`src/hdl/ibss_pkg.sv`:
```
// shared constants and types for the instrument bus status and service request block
package ibss_pkg;

	localparam int ADDR_W = 5;
	localparam int CLK_PERIOD_NS = 4;
	localparam int SETTLE_NS = 500;
	localparam int SETTLE_CYC = (SETTLE_NS + CLK_PERIOD_NS - 1) / CLK_PERIOD_NS;
	localparam int SETTLE_W = 8;

	// bus command codes, attention asserted, parity bit dropped
	localparam logic [6:0] CMD_GTL = 7'h01;
	localparam logic [6:0] CMD_SDC = 7'h04;
	localparam logic [6:0] CMD_LLO = 7'h11;
	localparam logic [6:0] CMD_DCL = 7'h14;
	localparam logic [6:0] CMD_SPE = 7'h18;
	localparam logic [6:0] CMD_SPD = 7'h19;
	localparam logic [6:0] CMD_UNL = 7'h3F;
	localparam logic [1:0] GROUP_LISTEN = 2'h1;
	localparam logic [1:0] GROUP_TALK = 2'h2;

	localparam logic [7:0] CHAR_CR = 8'h0D;
	localparam logic [7:0] CHAR_LF = 8'h0A;

	// status summary byte field positions
	localparam int STB_FRESH = 0;
	localparam int STB_RANGE = 2;
	localparam int STB_ALARM = 3;
	localparam int STB_ERROR = 4;
	localparam int STB_ESB = 5;
	localparam int STB_RQS = 6;
	localparam int STB_LOG = 7;

	localparam logic [7:0] STB_RESET = 8'h00;
	localparam logic [7:0] SRE_RESET = 8'h00;
	localparam logic [ADDR_W-1:0] ADDR_RESET = 5'h00;

	typedef enum logic [1:0] {
		TERM_CRLF,
		TERM_LFCR,
		TERM_LF,
		TERM_EOI
	} ibss_term_t;

endpackage : ibss_pkg

```
`src/hdl/ibss_hs_if.sv`:
```
// handshake carrier between the bus controller logic and the two handshake engines
`timescale 1ns/1ps
interface ibss_hs_if;
	logic abort;
	logic acc_en;
	logic rx_stb;
	logic [7:0] rx_byte;
	logic rx_eoi;
	logic rx_atn;
	logic src_en;
	logic tx_req;
	logic [7:0] tx_byte;
	logic tx_eoi;
	logic tx_done;

	modport ctl (output abort, acc_en, src_en, tx_req, tx_byte, tx_eoi,
		input rx_stb, rx_byte, rx_eoi, rx_atn, tx_done);
	modport acc (input abort, acc_en, output rx_stb, rx_byte, rx_eoi, rx_atn);
	modport src (input abort, src_en, tx_req, tx_byte, tx_eoi, output tx_done);
endinterface : ibss_hs_if

```
`src/hdl/ibss_acceptor.sv`:
```
// acceptor handshake engine: takes one byte per data-valid cycle of the bus
`timescale 1ns/1ps
module ibss_acceptor (
	input wire logic clk,
	input wire logic reset,
	ibss_hs_if.acc hs,
	input wire logic dav_n_in,
	input wire logic atn_n_in,
	input wire logic eoi_n_in,
	input wire logic [7:0] dio_n_in,
	output logic nrfd_n_oe,
	output logic ndac_n_oe
);
	import ibss_pkg::*;

	typedef enum logic [1:0] {AH_IDLE, AH_WAIT, AH_TAKEN} ibss_ah_t;
	ibss_ah_t st_q, st_d;
	logic stb_q, stb_d;
	logic [7:0] byte_q, byte_d;
	logic eoi_q, eoi_d, atn_q, atn_d, nrfd_d, ndac_d;

	assign hs.rx_stb = stb_q;
	assign hs.rx_byte = byte_q;
	assign hs.rx_eoi = eoi_q;
	assign hs.rx_atn = atn_q;

	always_comb begin
		st_d = st_q;
		stb_d = 1'b0;
		byte_d = byte_q;
		eoi_d = eoi_q;
		atn_d = atn_q;
		case (st_q)
			AH_IDLE: begin
				if (hs.acc_en) begin
					st_d = AH_WAIT;
				end
			end
			AH_WAIT: begin
				if (!dav_n_in) begin
					byte_d = ~dio_n_in;
					eoi_d = ~eoi_n_in;
					atn_d = ~atn_n_in;
					stb_d = 1'b1;
					st_d = AH_TAKEN;
				end
			end
			AH_TAKEN: begin
				// hold accepted until the source drops data valid
				if (dav_n_in) begin
					st_d = AH_WAIT;
				end
			end
			default: st_d = AH_IDLE;
		endcase
		if (hs.abort || !hs.acc_en) begin
			st_d = AH_IDLE;
			stb_d = 1'b0;
		end
		nrfd_d = (st_d == AH_TAKEN);
		ndac_d = (st_d == AH_WAIT);
	end

	always_ff @(posedge clk or posedge reset) begin
		if (reset) begin
			st_q <= AH_IDLE;
			stb_q <= 1'b0;
			byte_q <= 8'h00;
			eoi_q <= 1'b0;
			atn_q <= 1'b0;
			nrfd_n_oe <= 1'b0;
			ndac_n_oe <= 1'b0;
		end else begin
			st_q <= st_d;
			stb_q <= stb_d;
			byte_q <= byte_d;
			eoi_q <= eoi_d;
			atn_q <= atn_d;
			nrfd_n_oe <= nrfd_d;
			ndac_n_oe <= ndac_d;
		end
	end
endmodule : ibss_acceptor

```
`src/hdl/ibss_source.sv`:
```
// source handshake engine: places one byte on the bus and waits for acceptance
`timescale 1ns/1ps
module ibss_source (
	input wire logic clk,
	input wire logic reset,
	ibss_hs_if.src hs,
	input wire logic nrfd_n_in,
	input wire logic ndac_n_in,
	output logic [7:0] dio_n_oe,
	output logic dav_n_oe,
	output logic eoi_n_oe
);
	import ibss_pkg::*;

	typedef enum logic [1:0] {SH_IDLE, SH_SETTLE, SH_VALID} ibss_sh_t;
	ibss_sh_t st_q, st_d;
	logic [7:0] byte_q, byte_d;
	logic eoi_q, eoi_d, done_q, done_d, drive;
	logic [SETTLE_W-1:0] cnt_q, cnt_d;

	assign hs.tx_done = done_q;

	always_comb begin
		st_d = st_q;
		byte_d = byte_q;
		eoi_d = eoi_q;
		cnt_d = cnt_q;
		done_d = 1'b0;
		case (st_q)
			SH_IDLE: begin
				if (hs.tx_req) begin
					byte_d = hs.tx_byte;
					eoi_d = hs.tx_eoi;
					cnt_d = SETTLE_W'(SETTLE_CYC);
					st_d = SH_SETTLE;
				end
			end
			SH_SETTLE: begin
				// data must settle before valid, and every listener must be ready
				if (cnt_q != '0) begin
					cnt_d = cnt_q - 1'b1;
				end else if (nrfd_n_in) begin
					st_d = SH_VALID;
				end
			end
			SH_VALID: begin
				if (ndac_n_in) begin
					done_d = 1'b1;
					st_d = SH_IDLE;
				end
			end
			default: st_d = SH_IDLE;
		endcase
		if (hs.abort || !hs.src_en) begin
			st_d = SH_IDLE;
			done_d = 1'b0;
		end
		drive = (st_d != SH_IDLE);
	end

	always_ff @(posedge clk or posedge reset) begin
		if (reset) begin
			st_q <= SH_IDLE;
			byte_q <= 8'h00;
			eoi_q <= 1'b0;
			cnt_q <= '0;
			done_q <= 1'b0;
			dio_n_oe <= 8'h00;
			dav_n_oe <= 1'b0;
			eoi_n_oe <= 1'b0;
		end else begin
			st_q <= st_d;
			byte_q <= byte_d;
			eoi_q <= eoi_d;
			cnt_q <= cnt_d;
			done_q <= done_d;
			dio_n_oe <= drive ? byte_d : 8'h00;
			dav_n_oe <= (st_d == SH_VALID);
			eoi_n_oe <= drive & eoi_d;
		end
	end
endmodule : ibss_source

```
`src/hdl/ibss_device.sv`:
```
// instrument bus port: addressing, bus commands, status byte and service request
// Summary of operation
// - talker and listener only, never controller
// - full handshakes, request, remote, clear; nothing more
// - listen drops talk, talk drops listen
// - bus address and four terminator choices
// - new address and terminator need a reset
// - remote enable enters remote, go-local leaves
// - interface clear aborts bus activity
// - local lockout disables front panel
// - device clear, selective only when listener
// - addressed commands ignored unless listen addressed
// - serial poll returns status byte until disabled
// - enabled set status bit pulls request low
// - serial poll clears latched status bits
// - request only when mask bit six set
// - status query reads without clearing
// - status bits stay latched until serial poll
// - enable mask written by enable command
// - bit seven marks data log done
// - bit five summarises standard event status
// - bit four error, bit three alarm
// - bit two any input out of range
// - bit zero fresh reading, bit one zero
`timescale 1ns/1ps
module ibss_device #(
	parameter int NUM_INPUTS = 8
) (
	input wire logic clk,
	input wire logic reset,
	input wire logic [7:0] dio_n_in,
	output logic [7:0] dio_n_out,
	output logic [7:0] dio_n_oe,
	input wire logic dav_n_in,
	output logic dav_n_out,
	output logic dav_n_oe,
	input wire logic nrfd_n_in,
	output logic nrfd_n_out,
	output logic nrfd_n_oe,
	input wire logic ndac_n_in,
	output logic ndac_n_out,
	output logic ndac_n_oe,
	input wire logic eoi_n_in,
	output logic eoi_n_out,
	output logic eoi_n_oe,
	output logic srq_n_out,
	output logic srq_n_oe,
	input wire logic atn_n_in,
	input wire logic ren_n_in,
	input wire logic ifc_n_in,
	input wire logic [ibss_pkg::ADDR_W-1:0] addr_strap,
	input wire ibss_pkg::ibss_term_t term_strap,
	input wire logic talk_only_strap,
	input wire logic log_complete_flag,
	input wire logic esr_summary,
	input wire logic instrument_error,
	input wire logic alarm_active,
	input wire logic [NUM_INPUTS-1:0] sensor_above_range,
	input wire logic [NUM_INPUTS-1:0] temperature_above_range,
	input wire logic [NUM_INPUTS-1:0] sensor_below_range,
	input wire logic [NUM_INPUTS-1:0] temperature_below_range,
	input wire logic fresh_reading_flag,
	input wire logic sre_wr,
	input wire logic [7:0] sre_wdata,
	input wire logic stb_query,
	output logic [7:0] stb_rdata,
	output logic [7:0] sre_rdata,
	input wire logic tx_valid,
	input wire logic [7:0] tx_data,
	input wire logic tx_last,
	output logic tx_ready,
	output logic rx_valid,
	output logic [7:0] rx_data,
	output logic rx_end,
	output logic remote_mode,
	output logic local_lockout,
	output logic device_clear,
	output logic listen_active,
	output logic talk_active,
	output logic srq_active
);
	import ibss_pkg::*;

	// no controller lines are ever driven
	// one source and one acceptor engine, no trigger or parallel poll
	ibss_hs_if hs();

	ibss_acceptor u_acc (
		.clk(clk),
		.reset(reset),
		.hs(hs),
		.dav_n_in(dav_n_in),
		.atn_n_in(atn_n_in),
		.eoi_n_in(eoi_n_in),
		.dio_n_in(dio_n_in),
		.nrfd_n_oe(nrfd_n_oe),
		.ndac_n_oe(ndac_n_oe)
	);

	ibss_source u_src (
		.clk(clk),
		.reset(reset),
		.hs(hs),
		.nrfd_n_in(nrfd_n_in),
		.ndac_n_in(ndac_n_in),
		.dio_n_oe(dio_n_oe),
		.dav_n_oe(dav_n_oe),
		.eoi_n_oe(eoi_n_oe)
	);

	// open-collector lines only ever pull low
	logic pin_low_q;
	always_ff @(posedge clk or posedge reset) begin
		if (reset) begin
			pin_low_q <= 1'b0;
		end else begin
			pin_low_q <= 1'b0;
		end
	end
	assign dio_n_out = {8{pin_low_q}};
	assign dav_n_out = pin_low_q;
	assign nrfd_n_out = pin_low_q;
	assign ndac_n_out = pin_low_q;
	assign eoi_n_out = pin_low_q;
	assign srq_n_out = pin_low_q;

	logic atn_on, ren_on, ifc_on;
	assign atn_on = ~atn_n_in;
	assign ren_on = ~ren_n_in;
	assign ifc_on = ~ifc_n_in;

	// straps caught once after reset release
	logic boot_q, boot_d, talk_only_q, talk_only_d;
	logic [ADDR_W-1:0] addr_q, addr_d;
	ibss_term_t term_q, term_d;

	always_comb begin
		boot_d = 1'b1;
		// settings frozen after the first cycle
		addr_d = boot_q ? addr_q : addr_strap;
		term_d = boot_q ? term_q : term_strap;
		talk_only_d = boot_q ? talk_only_q : talk_only_strap;
	end

	always_ff @(posedge clk or posedge reset) begin
		if (reset) begin
			boot_q <= 1'b0;
			addr_q <= ADDR_RESET;
			term_q <= TERM_CRLF;
			talk_only_q <= 1'b0;
		end else begin
			boot_q <= boot_d;
			addr_q <= addr_d;
			term_q <= term_d;
			talk_only_q <= talk_only_d;
		end
	end

	// addressing, remote state and received data
	logic listen_q, listen_d, talk_q, talk_d, spe_q, spe_d;
	logic remote_q, remote_d, lockout_q, lockout_d, ren_seen_q;
	logic devclr_q, devclr_d, rx_valid_q, rx_valid_d, rx_end_q, rx_end_d;
	logic [7:0] rx_data_q, rx_data_d;
	logic [6:0] cmd;
	logic cmd_stb, data_stb;

	assign cmd = hs.rx_byte[6:0];
	assign cmd_stb = hs.rx_stb & hs.rx_atn;
	assign data_stb = hs.rx_stb & ~hs.rx_atn & listen_q;

	always_comb begin
		listen_d = listen_q;
		talk_d = talk_q;
		spe_d = spe_q;
		remote_d = remote_q;
		lockout_d = lockout_q;
		devclr_d = 1'b0;
		rx_valid_d = 1'b0;
		rx_data_d = rx_data_q;
		rx_end_d = rx_end_q;
		// remote on the rising edge of remote enable
		if (ren_on && !ren_seen_q) begin
			remote_d = 1'b1;
		end
		if (cmd_stb) begin
			if (cmd == {GROUP_LISTEN, addr_q}) begin
				listen_d = 1'b1;
				talk_d = 1'b0;
			end else if (cmd == CMD_UNL) begin
				listen_d = 1'b0;
			end else if (cmd[6:5] == GROUP_TALK) begin
				talk_d = (cmd[4:0] == addr_q);
				if (cmd[4:0] == addr_q) begin
					listen_d = 1'b0;
				end
			end else if (cmd == CMD_LLO) begin
				lockout_d = 1'b1;
			end else if (cmd == CMD_DCL || (cmd == CMD_SDC && listen_q)) begin
				// clear; selective form needs listen address
				devclr_d = 1'b1;
			end else if (cmd == CMD_GTL && listen_q) begin
				remote_d = 1'b0;
			end else if (cmd == CMD_SPE) begin
				spe_d = 1'b1;
			end else if (cmd == CMD_SPD) begin
				spe_d = 1'b0;
			end
		end
		if (!ren_on) begin
			remote_d = 1'b0;
			lockout_d = 1'b0;
		end
		if (ifc_on) begin
			listen_d = 1'b0;
			talk_d = 1'b0;
			spe_d = 1'b0;
		end
		// talk-only mode holds the talker role
		if (talk_only_q) begin
			talk_d = 1'b1;
			listen_d = 1'b0;
		end
		if (data_stb) begin
			rx_valid_d = 1'b1;
			rx_data_d = hs.rx_byte;
			rx_end_d = hs.rx_eoi | (hs.rx_byte == CHAR_LF);
		end
	end

	always_ff @(posedge clk or posedge reset) begin
		if (reset) begin
			listen_q <= 1'b0;
			talk_q <= 1'b0;
			spe_q <= 1'b0;
			remote_q <= 1'b0;
			lockout_q <= 1'b0;
			ren_seen_q <= 1'b0;
			devclr_q <= 1'b0;
			rx_valid_q <= 1'b0;
			rx_data_q <= 8'h00;
			rx_end_q <= 1'b0;
		end else begin
			listen_q <= listen_d;
			talk_q <= talk_d;
			spe_q <= spe_d;
			remote_q <= remote_d;
			lockout_q <= lockout_d;
			ren_seen_q <= ren_on;
			devclr_q <= devclr_d;
			rx_valid_q <= rx_valid_d;
			rx_data_q <= rx_data_d;
			rx_end_q <= rx_end_d;
		end
	end

	// interface clear aborts both engines; device clear returns to idle
	assign hs.abort = ifc_on | devclr_q;
	assign hs.acc_en = atn_on | listen_q;
	assign hs.src_en = talk_q & ~atn_on;

	// status summary and service request
	logic [7:0] stb_q, stb_d, sre_q, sre_d, stb_rd_q, stb_rd_d, report, events;
	logic rqs_q, rqs_d, poll_clr_q, poll_clr_d;

	always_comb begin
		events = 8'h00;
		events[STB_LOG] = log_complete_flag;
		events[STB_ESB] = esr_summary;
		events[STB_ERROR] = instrument_error;
		events[STB_ALARM] = alarm_active;
		events[STB_RANGE] = |{sensor_above_range, temperature_above_range,
			sensor_below_range, temperature_below_range};
		// fresh reading; bit one never set
		events[STB_FRESH] = fresh_reading_flag;
		// latched; poll clears, a new event in that cycle still wins
		stb_d = (poll_clr_q ? STB_RESET : stb_q) | events;
		// mask written by the enable command
		sre_d = sre_wr ? sre_wdata : sre_q;
		// enabled bit requests service; only with mask bit six
		rqs_d = sre_q[STB_RQS] & |(stb_q & sre_q & ~(8'h01 << STB_RQS));
		// bit six reflects the request in progress
		report = stb_q;
		report[STB_RQS] = rqs_q;
		stb_rd_d = stb_query ? report : stb_rd_q;
	end

	always_ff @(posedge clk or posedge reset) begin
		if (reset) begin
			stb_q <= STB_RESET;
			sre_q <= SRE_RESET;
			stb_rd_q <= STB_RESET;
			rqs_q <= 1'b0;
		end else begin
			stb_q <= stb_d;
			sre_q <= sre_d;
			stb_rd_q <= stb_rd_d;
			rqs_q <= rqs_d;
		end
	end

	// talker sequencer: user bytes, terminator bytes and the poll answer
	typedef enum logic [2:0] {TX_IDLE, TX_BYTE, TX_TERM1, TX_TERM2, TX_POLL, TX_POLLED} ibss_tx_t;
	ibss_tx_t tx_st_q, tx_st_d;
	logic tx_req_q, tx_req_d, tx_eoi_q, tx_eoi_d, tx_ready_q, tx_ready_d, last_q, last_d;
	logic [7:0] tx_byte_q, tx_byte_d;

	assign hs.tx_req = tx_req_q;
	assign hs.tx_byte = tx_byte_q;
	assign hs.tx_eoi = tx_eoi_q;

	always_comb begin
		tx_st_d = tx_st_q;
		tx_req_d = 1'b0;
		tx_byte_d = tx_byte_q;
		tx_eoi_d = tx_eoi_q;
		tx_ready_d = 1'b0;
		last_d = last_q;
		poll_clr_d = 1'b0;
		case (tx_st_q)
			TX_IDLE: begin
				if (tx_ready_q && tx_valid) begin
					// end-or-identify marks the last byte itself
					tx_byte_d = tx_data;
					tx_eoi_d = tx_last && (term_q == TERM_EOI);
					last_d = tx_last;
					tx_req_d = 1'b1;
					tx_st_d = TX_BYTE;
				end else if (hs.src_en && spe_q) begin
					// poll answer is the status byte
					tx_byte_d = report;
					tx_eoi_d = 1'b0;
					tx_req_d = 1'b1;
					tx_st_d = TX_POLL;
				end else begin
					tx_ready_d = hs.src_en & ~spe_q;
				end
			end
			TX_BYTE: begin
				if (hs.tx_done) begin
					tx_st_d = TX_IDLE;
					if (last_q && term_q != TERM_EOI) begin
						tx_byte_d = (term_q == TERM_CRLF) ? CHAR_CR : CHAR_LF;
						tx_eoi_d = 1'b0;
						tx_req_d = 1'b1;
						tx_st_d = TX_TERM1;
					end
				end
			end
			TX_TERM1: begin
				if (hs.tx_done) begin
					tx_st_d = TX_IDLE;
					// second character for the paired forms
					if (term_q == TERM_CRLF || term_q == TERM_LFCR) begin
						tx_byte_d = (term_q == TERM_CRLF) ? CHAR_LF : CHAR_CR;
						tx_req_d = 1'b1;
						tx_st_d = TX_TERM2;
					end
				end
			end
			TX_TERM2: begin
				if (hs.tx_done) begin
					tx_st_d = TX_IDLE;
				end
			end
			TX_POLL: begin
				// the accepted poll byte clears the latch
				if (hs.tx_done) begin
					poll_clr_d = 1'b1;
					tx_st_d = TX_POLLED;
				end
			end
			TX_POLLED: begin
				// one answer per poll, until the controller takes attention back
				if (atn_on || !spe_q) begin
					tx_st_d = TX_IDLE;
				end
			end
			default: tx_st_d = TX_IDLE;
		endcase
		// a byte cut off by attention or clear is dropped, not resent
		if (hs.abort || (!hs.src_en && tx_st_q != TX_POLLED)) begin
			tx_st_d = TX_IDLE;
			tx_req_d = 1'b0;
			tx_ready_d = 1'b0;
		end
	end

	always_ff @(posedge clk or posedge reset) begin
		if (reset) begin
			tx_st_q <= TX_IDLE;
			tx_req_q <= 1'b0;
			tx_byte_q <= 8'h00;
			tx_eoi_q <= 1'b0;
			tx_ready_q <= 1'b0;
			last_q <= 1'b0;
			poll_clr_q <= 1'b0;
		end else begin
			tx_st_q <= tx_st_d;
			tx_req_q <= tx_req_d;
			tx_byte_q <= tx_byte_d;
			tx_eoi_q <= tx_eoi_d;
			tx_ready_q <= tx_ready_d;
			last_q <= last_d;
			poll_clr_q <= poll_clr_d;
		end
	end

	assign srq_n_oe = rqs_q;
	assign srq_active = rqs_q;
	assign stb_rdata = stb_rd_q;
	assign sre_rdata = sre_q;
	assign tx_ready = tx_ready_q;
	assign rx_valid = rx_valid_q;
	assign rx_data = rx_data_q;
	assign rx_end = rx_end_q;
	assign remote_mode = remote_q;
	assign local_lockout = lockout_q;
	assign device_clear = devclr_q;
	assign listen_active = listen_q;
	assign talk_active = talk_q;

endmodule : ibss_device

```
`config.mk`:
```
export PLATFORM = sky130hd
export DESIGN_NAME = ibss_device
export DESIGN_NICKNAME = d
export VERILOG_FILES = /design/src/hdl/ibss_pkg.sv /design/src/hdl/ibss_hs_if.sv /design/src/hdl/ibss_acceptor.sv /design/src/hdl/ibss_source.sv /design/src/hdl/ibss_device.sv
export SDC_FILE = /design/constraint.sdc
export NUM_CORES = 1
export LEC_CHECK = 0
export BUFFER_PORTS_ARGS = -buffer_cell sky130_fd_sc_hd__buf_2
export CORE_AREA = 2 2 106 108
export DETAILED_ROUTE_END_ITERATION = 16
export DIE_AREA = 0 0 108 110
export GPL_ROUTABILITY_DRIVEN = 0
export PLACE_DENSITY = 0.75
export SYNTH_ARGS = -nofsm -noshare
export SYNTH_HDL_FRONTEND = slang
export SYNTH_SLANG_ARGS = --single-unit
```
`constraint.sdc`:
```
create_clock -name clk -period 3 [get_ports clk]
set_input_delay 0.15 -clock clk [delete_from_list [all_inputs] [get_ports clk]]
set_output_delay 0.15 -clock clk [all_outputs]
set_load 0.1 [all_outputs]
```
==> key figures <==
STA
  – Setup ws final: 0.902 ns
  – Tcrit/Tclk final: 0.699
  – RSZ-0062 raised after global routing: no
  – Final hold slack: 0.0161 ns
  – Max-slew violations: 0
  – Max_slew headroom: 0.241
  – Final setup viols: 0
  – Clock Skews: around 0.017 ns
  – Fmax: 0.477 GHz
  – Crit path time final: 2.10 ns
  – Worst-margin pin slew: 1.13 ns
  – Fin Setup TNS: 0 ns
  – Final Hold Viols: 0

Detailed routing
  – Met3 WL: 478 um
  – Starting DRT DRC Count: 398
  – DR pass1 iterations: 4
  – Via/cell ratio: 5.27
  – DRT met1 WL: about 4700 um
  – Drt drc: 0
  – Via count: ~3900
  – Final wirelength: ~11000 um
  – Drt wl/cell: approximately 15 um
  – Met2 wire len: roughly 5600 um
  – Final ANT Viol Nets: 0
  – Top routing layer used: met4

Floorplanning
  – Initial Utilization: 0.460
  – Die footprint: 0.0119 mm^2
  – I/O Pins: roughly 140
  – Die Ht: 110 um
  – Die X: 108 um
  – Core box area: 0.0107 mm^2
  – # rows: 38

Finish
  – Share of post-route cells with drive strength above 1: 0.347
  – Area Growth Syn to Fin: 25.2%
  – ANT cells: 0
  – Design area: slightly above 0.006 mm^2
  – Finished Layout Cells: 737
  – Nets: 676
  – Finished Core Util: 0.576

Place
  – Dpl ws: 0.878 ns
  – Post-DP Area: around 0.0056 mm^2
  – PortBufs: 126
  – DP Wirelength: 7950 um
  – Placed Cells: 691

Clock tree
  – Clock sink count: 109
  – Clock-pin slew on the worst setup and hold paths: around 0.1 ns
  – Skew-Pair Late Insertion Delay: 0.37 ns
  – CTS buffer count: 9
  – CTS tree: built
  – CTS max path bufs: 2
  – Max H-tree Level: 3
  – Clock root cell: clkbuf_8
  – CTS-repair resized insts: 0

GRT
  – Initial antenna violation count: 0
  – Vias in the first global route: 3752
  – First-pass GRT wire length: between 15000 and 20000 um
  – Pin count of the biggest net entering global routing: 59
  – GRT overflow: 0
  – GRT Total Usage: 0.192

Worst setup path
  – Crit path DAT: ~2.4 ns
  – Worst Setup Start Kind: register
  – Critical path class: register to register
  – CP required: 3.27 ns
  – Crit path capture type: register
  – Max FO, Critical Path: 5

Job
  – Number of max-cap violations: 0

Synthesis
  – Post-synth top area cell: dfrtp_1
  – Top-count cell post-synth: dfrtp_1
  – Ys async rst share: 1.00
  – Syn Area/Cell: 11.2 um^2
  – Netlist Area Pre-Place: 0.00492 mm^2
  – Synth cell count leaders: dfrtp_1 (109), mux2_2 (48), nor2_1 (37)
  – Sequential share of the synthesized area: 0.554
  – Post-synth EDFFs: 0
  – Primary FF master, synth: dfrtp_1
  – YS warnings: 0
  – Synth Instances: 440
  – Post-synth top area share: 0.554
  – Area contributors post-synth: dfrtp_1 (55%), mux2_2 (11%), nor2_1 (2.8%)
  – Seq cells post-synth: 109
  – Post-synth cell types: 58

Power
  – Combinational share of power: 0.185
  – Psw: approximately 1 mW
  – Power Dens Cells: approximately 520 mW/mm^2
  – PnR Total Power: between 3 and 4 mW
  – Pleak: 2.91 nW
  – Clock Power Share: 0.294
  – Seq pwr share: 0.521
  – Peak VDD IR: 341 uV
  – Power Internal: between 2 and 2.5 mW
  – Sw frac: 0.310

Hold path
  – Hold Crit Class: primary input to register

Run status
  – Status: completed
## timing repair
item / CTS / global route
endpoints found under the setup margin: 0 / 0
endpoints found under the hold margin: 50 / 0
hold buffers: 30 / 0
setup buffers: 0 / 0
## final timing paths
kind	startpoint	endpoint	slack (ns)	cells past startpoint
worst max-delay path	u_src.cnt_q[0]	u_src.cnt_q[1]	0.90	6
worst min-delay path	sre_wdata[3]	sre_rdata[3]	0.02	2
worst max register to register	u_src.cnt_q[0]	u_src.cnt_q[1]	0.90	6
worst min register to register	u_src.byte_q[5]	u_src.byte_q[5]	0.51	1
max in group asynchronous	reset	poll_clr_q	1.88	4
min in group asynchronous	reset	rx_data[1]	0.35	3
## flip-flops by register name (all words and copies together) (netlist names), 2 cells and up
signal / cells
term_q: 2
u_src.cnt_q: 8
stb_q: 6
u_src.dio_n_oe: 8
u_src.byte_q: 8
tx_st_q: 3
u_acc.st_q: 2
addr_q: 5
u_src.st_q: 2
sre_rdata: 8
u_acc.hs.rx_byte: 8
stb_rdata: 7
hs.tx_byte: 8
rx_data: 8
## cell type report
type,count,area (um^2)
clock inverter,5,63.8
sequential,109,2730
clock buffer,11,151
fill,919,4540
multi-input combinational,299,2020
tap,140,175
inverter,14,56.3
timing repair buffer,159,966
## cells in the final DEF (no fill, tap or decap), types with 11 or more instances in the layout
master         netlist  final
a21oi_1             26     26
buf_2                2    126
clkbuf_8             0     11
conb_1               2     15
dfrtp_1            109    109
dlygate4sd3_1        0     30
inv_1               14     13
mux2_2              48     48
nand2_1             27     27
nor2_1              37     37
nor2b_1             14     14
nor3_1              14     14
nor4_1              11     11
o21ai_0             12     12
## routing by layer
metal  up-vias  GRT usage
met3        19     0.0341
met2       122      0.314
met5         -          0
met1      1913      0.249
li1       1827          -
met4         0     0.0897
## logic make-up (layout without fill, tap and decap cells)
kind of cell             after synthesis  in the layout  synth area share
other                                  2             15           0.00153
AND/OR/NAND/NOR                      142            142             0.153
buffers and inverters                 45            189            0.0463
AO/OA/AOI/OAI                         75             75            0.0984
flip-flops                           109            109             0.554
XOR/XNOR                               9              9            0.0160
adder cells (fa/ha/maj)                2              2           0.00508
multiplexers                          56             56             0.126
## critical path, cell delays in order, from the launching register on
cell	delay, ns
dfrtp_1	0.43
inv_1	0.11
ha_1	0.17
nor4b_1	0.53
a21oi_1	0.26
nor2_1	0.16
mux2_2	0.34
## power by group through the flow
stage                     Sequential, mW  Combinational, mW  Clock [mW]
after floorplan                     1.78              0.334           0
after global placement              1.68              0.549           0
after detailed placement            1.69              0.561           0
after CTS                           1.66              0.593       0.964
after global routing                1.68              0.634        1.03
final                               1.66              0.590       0.937
(Power assumes the default switching activity.)
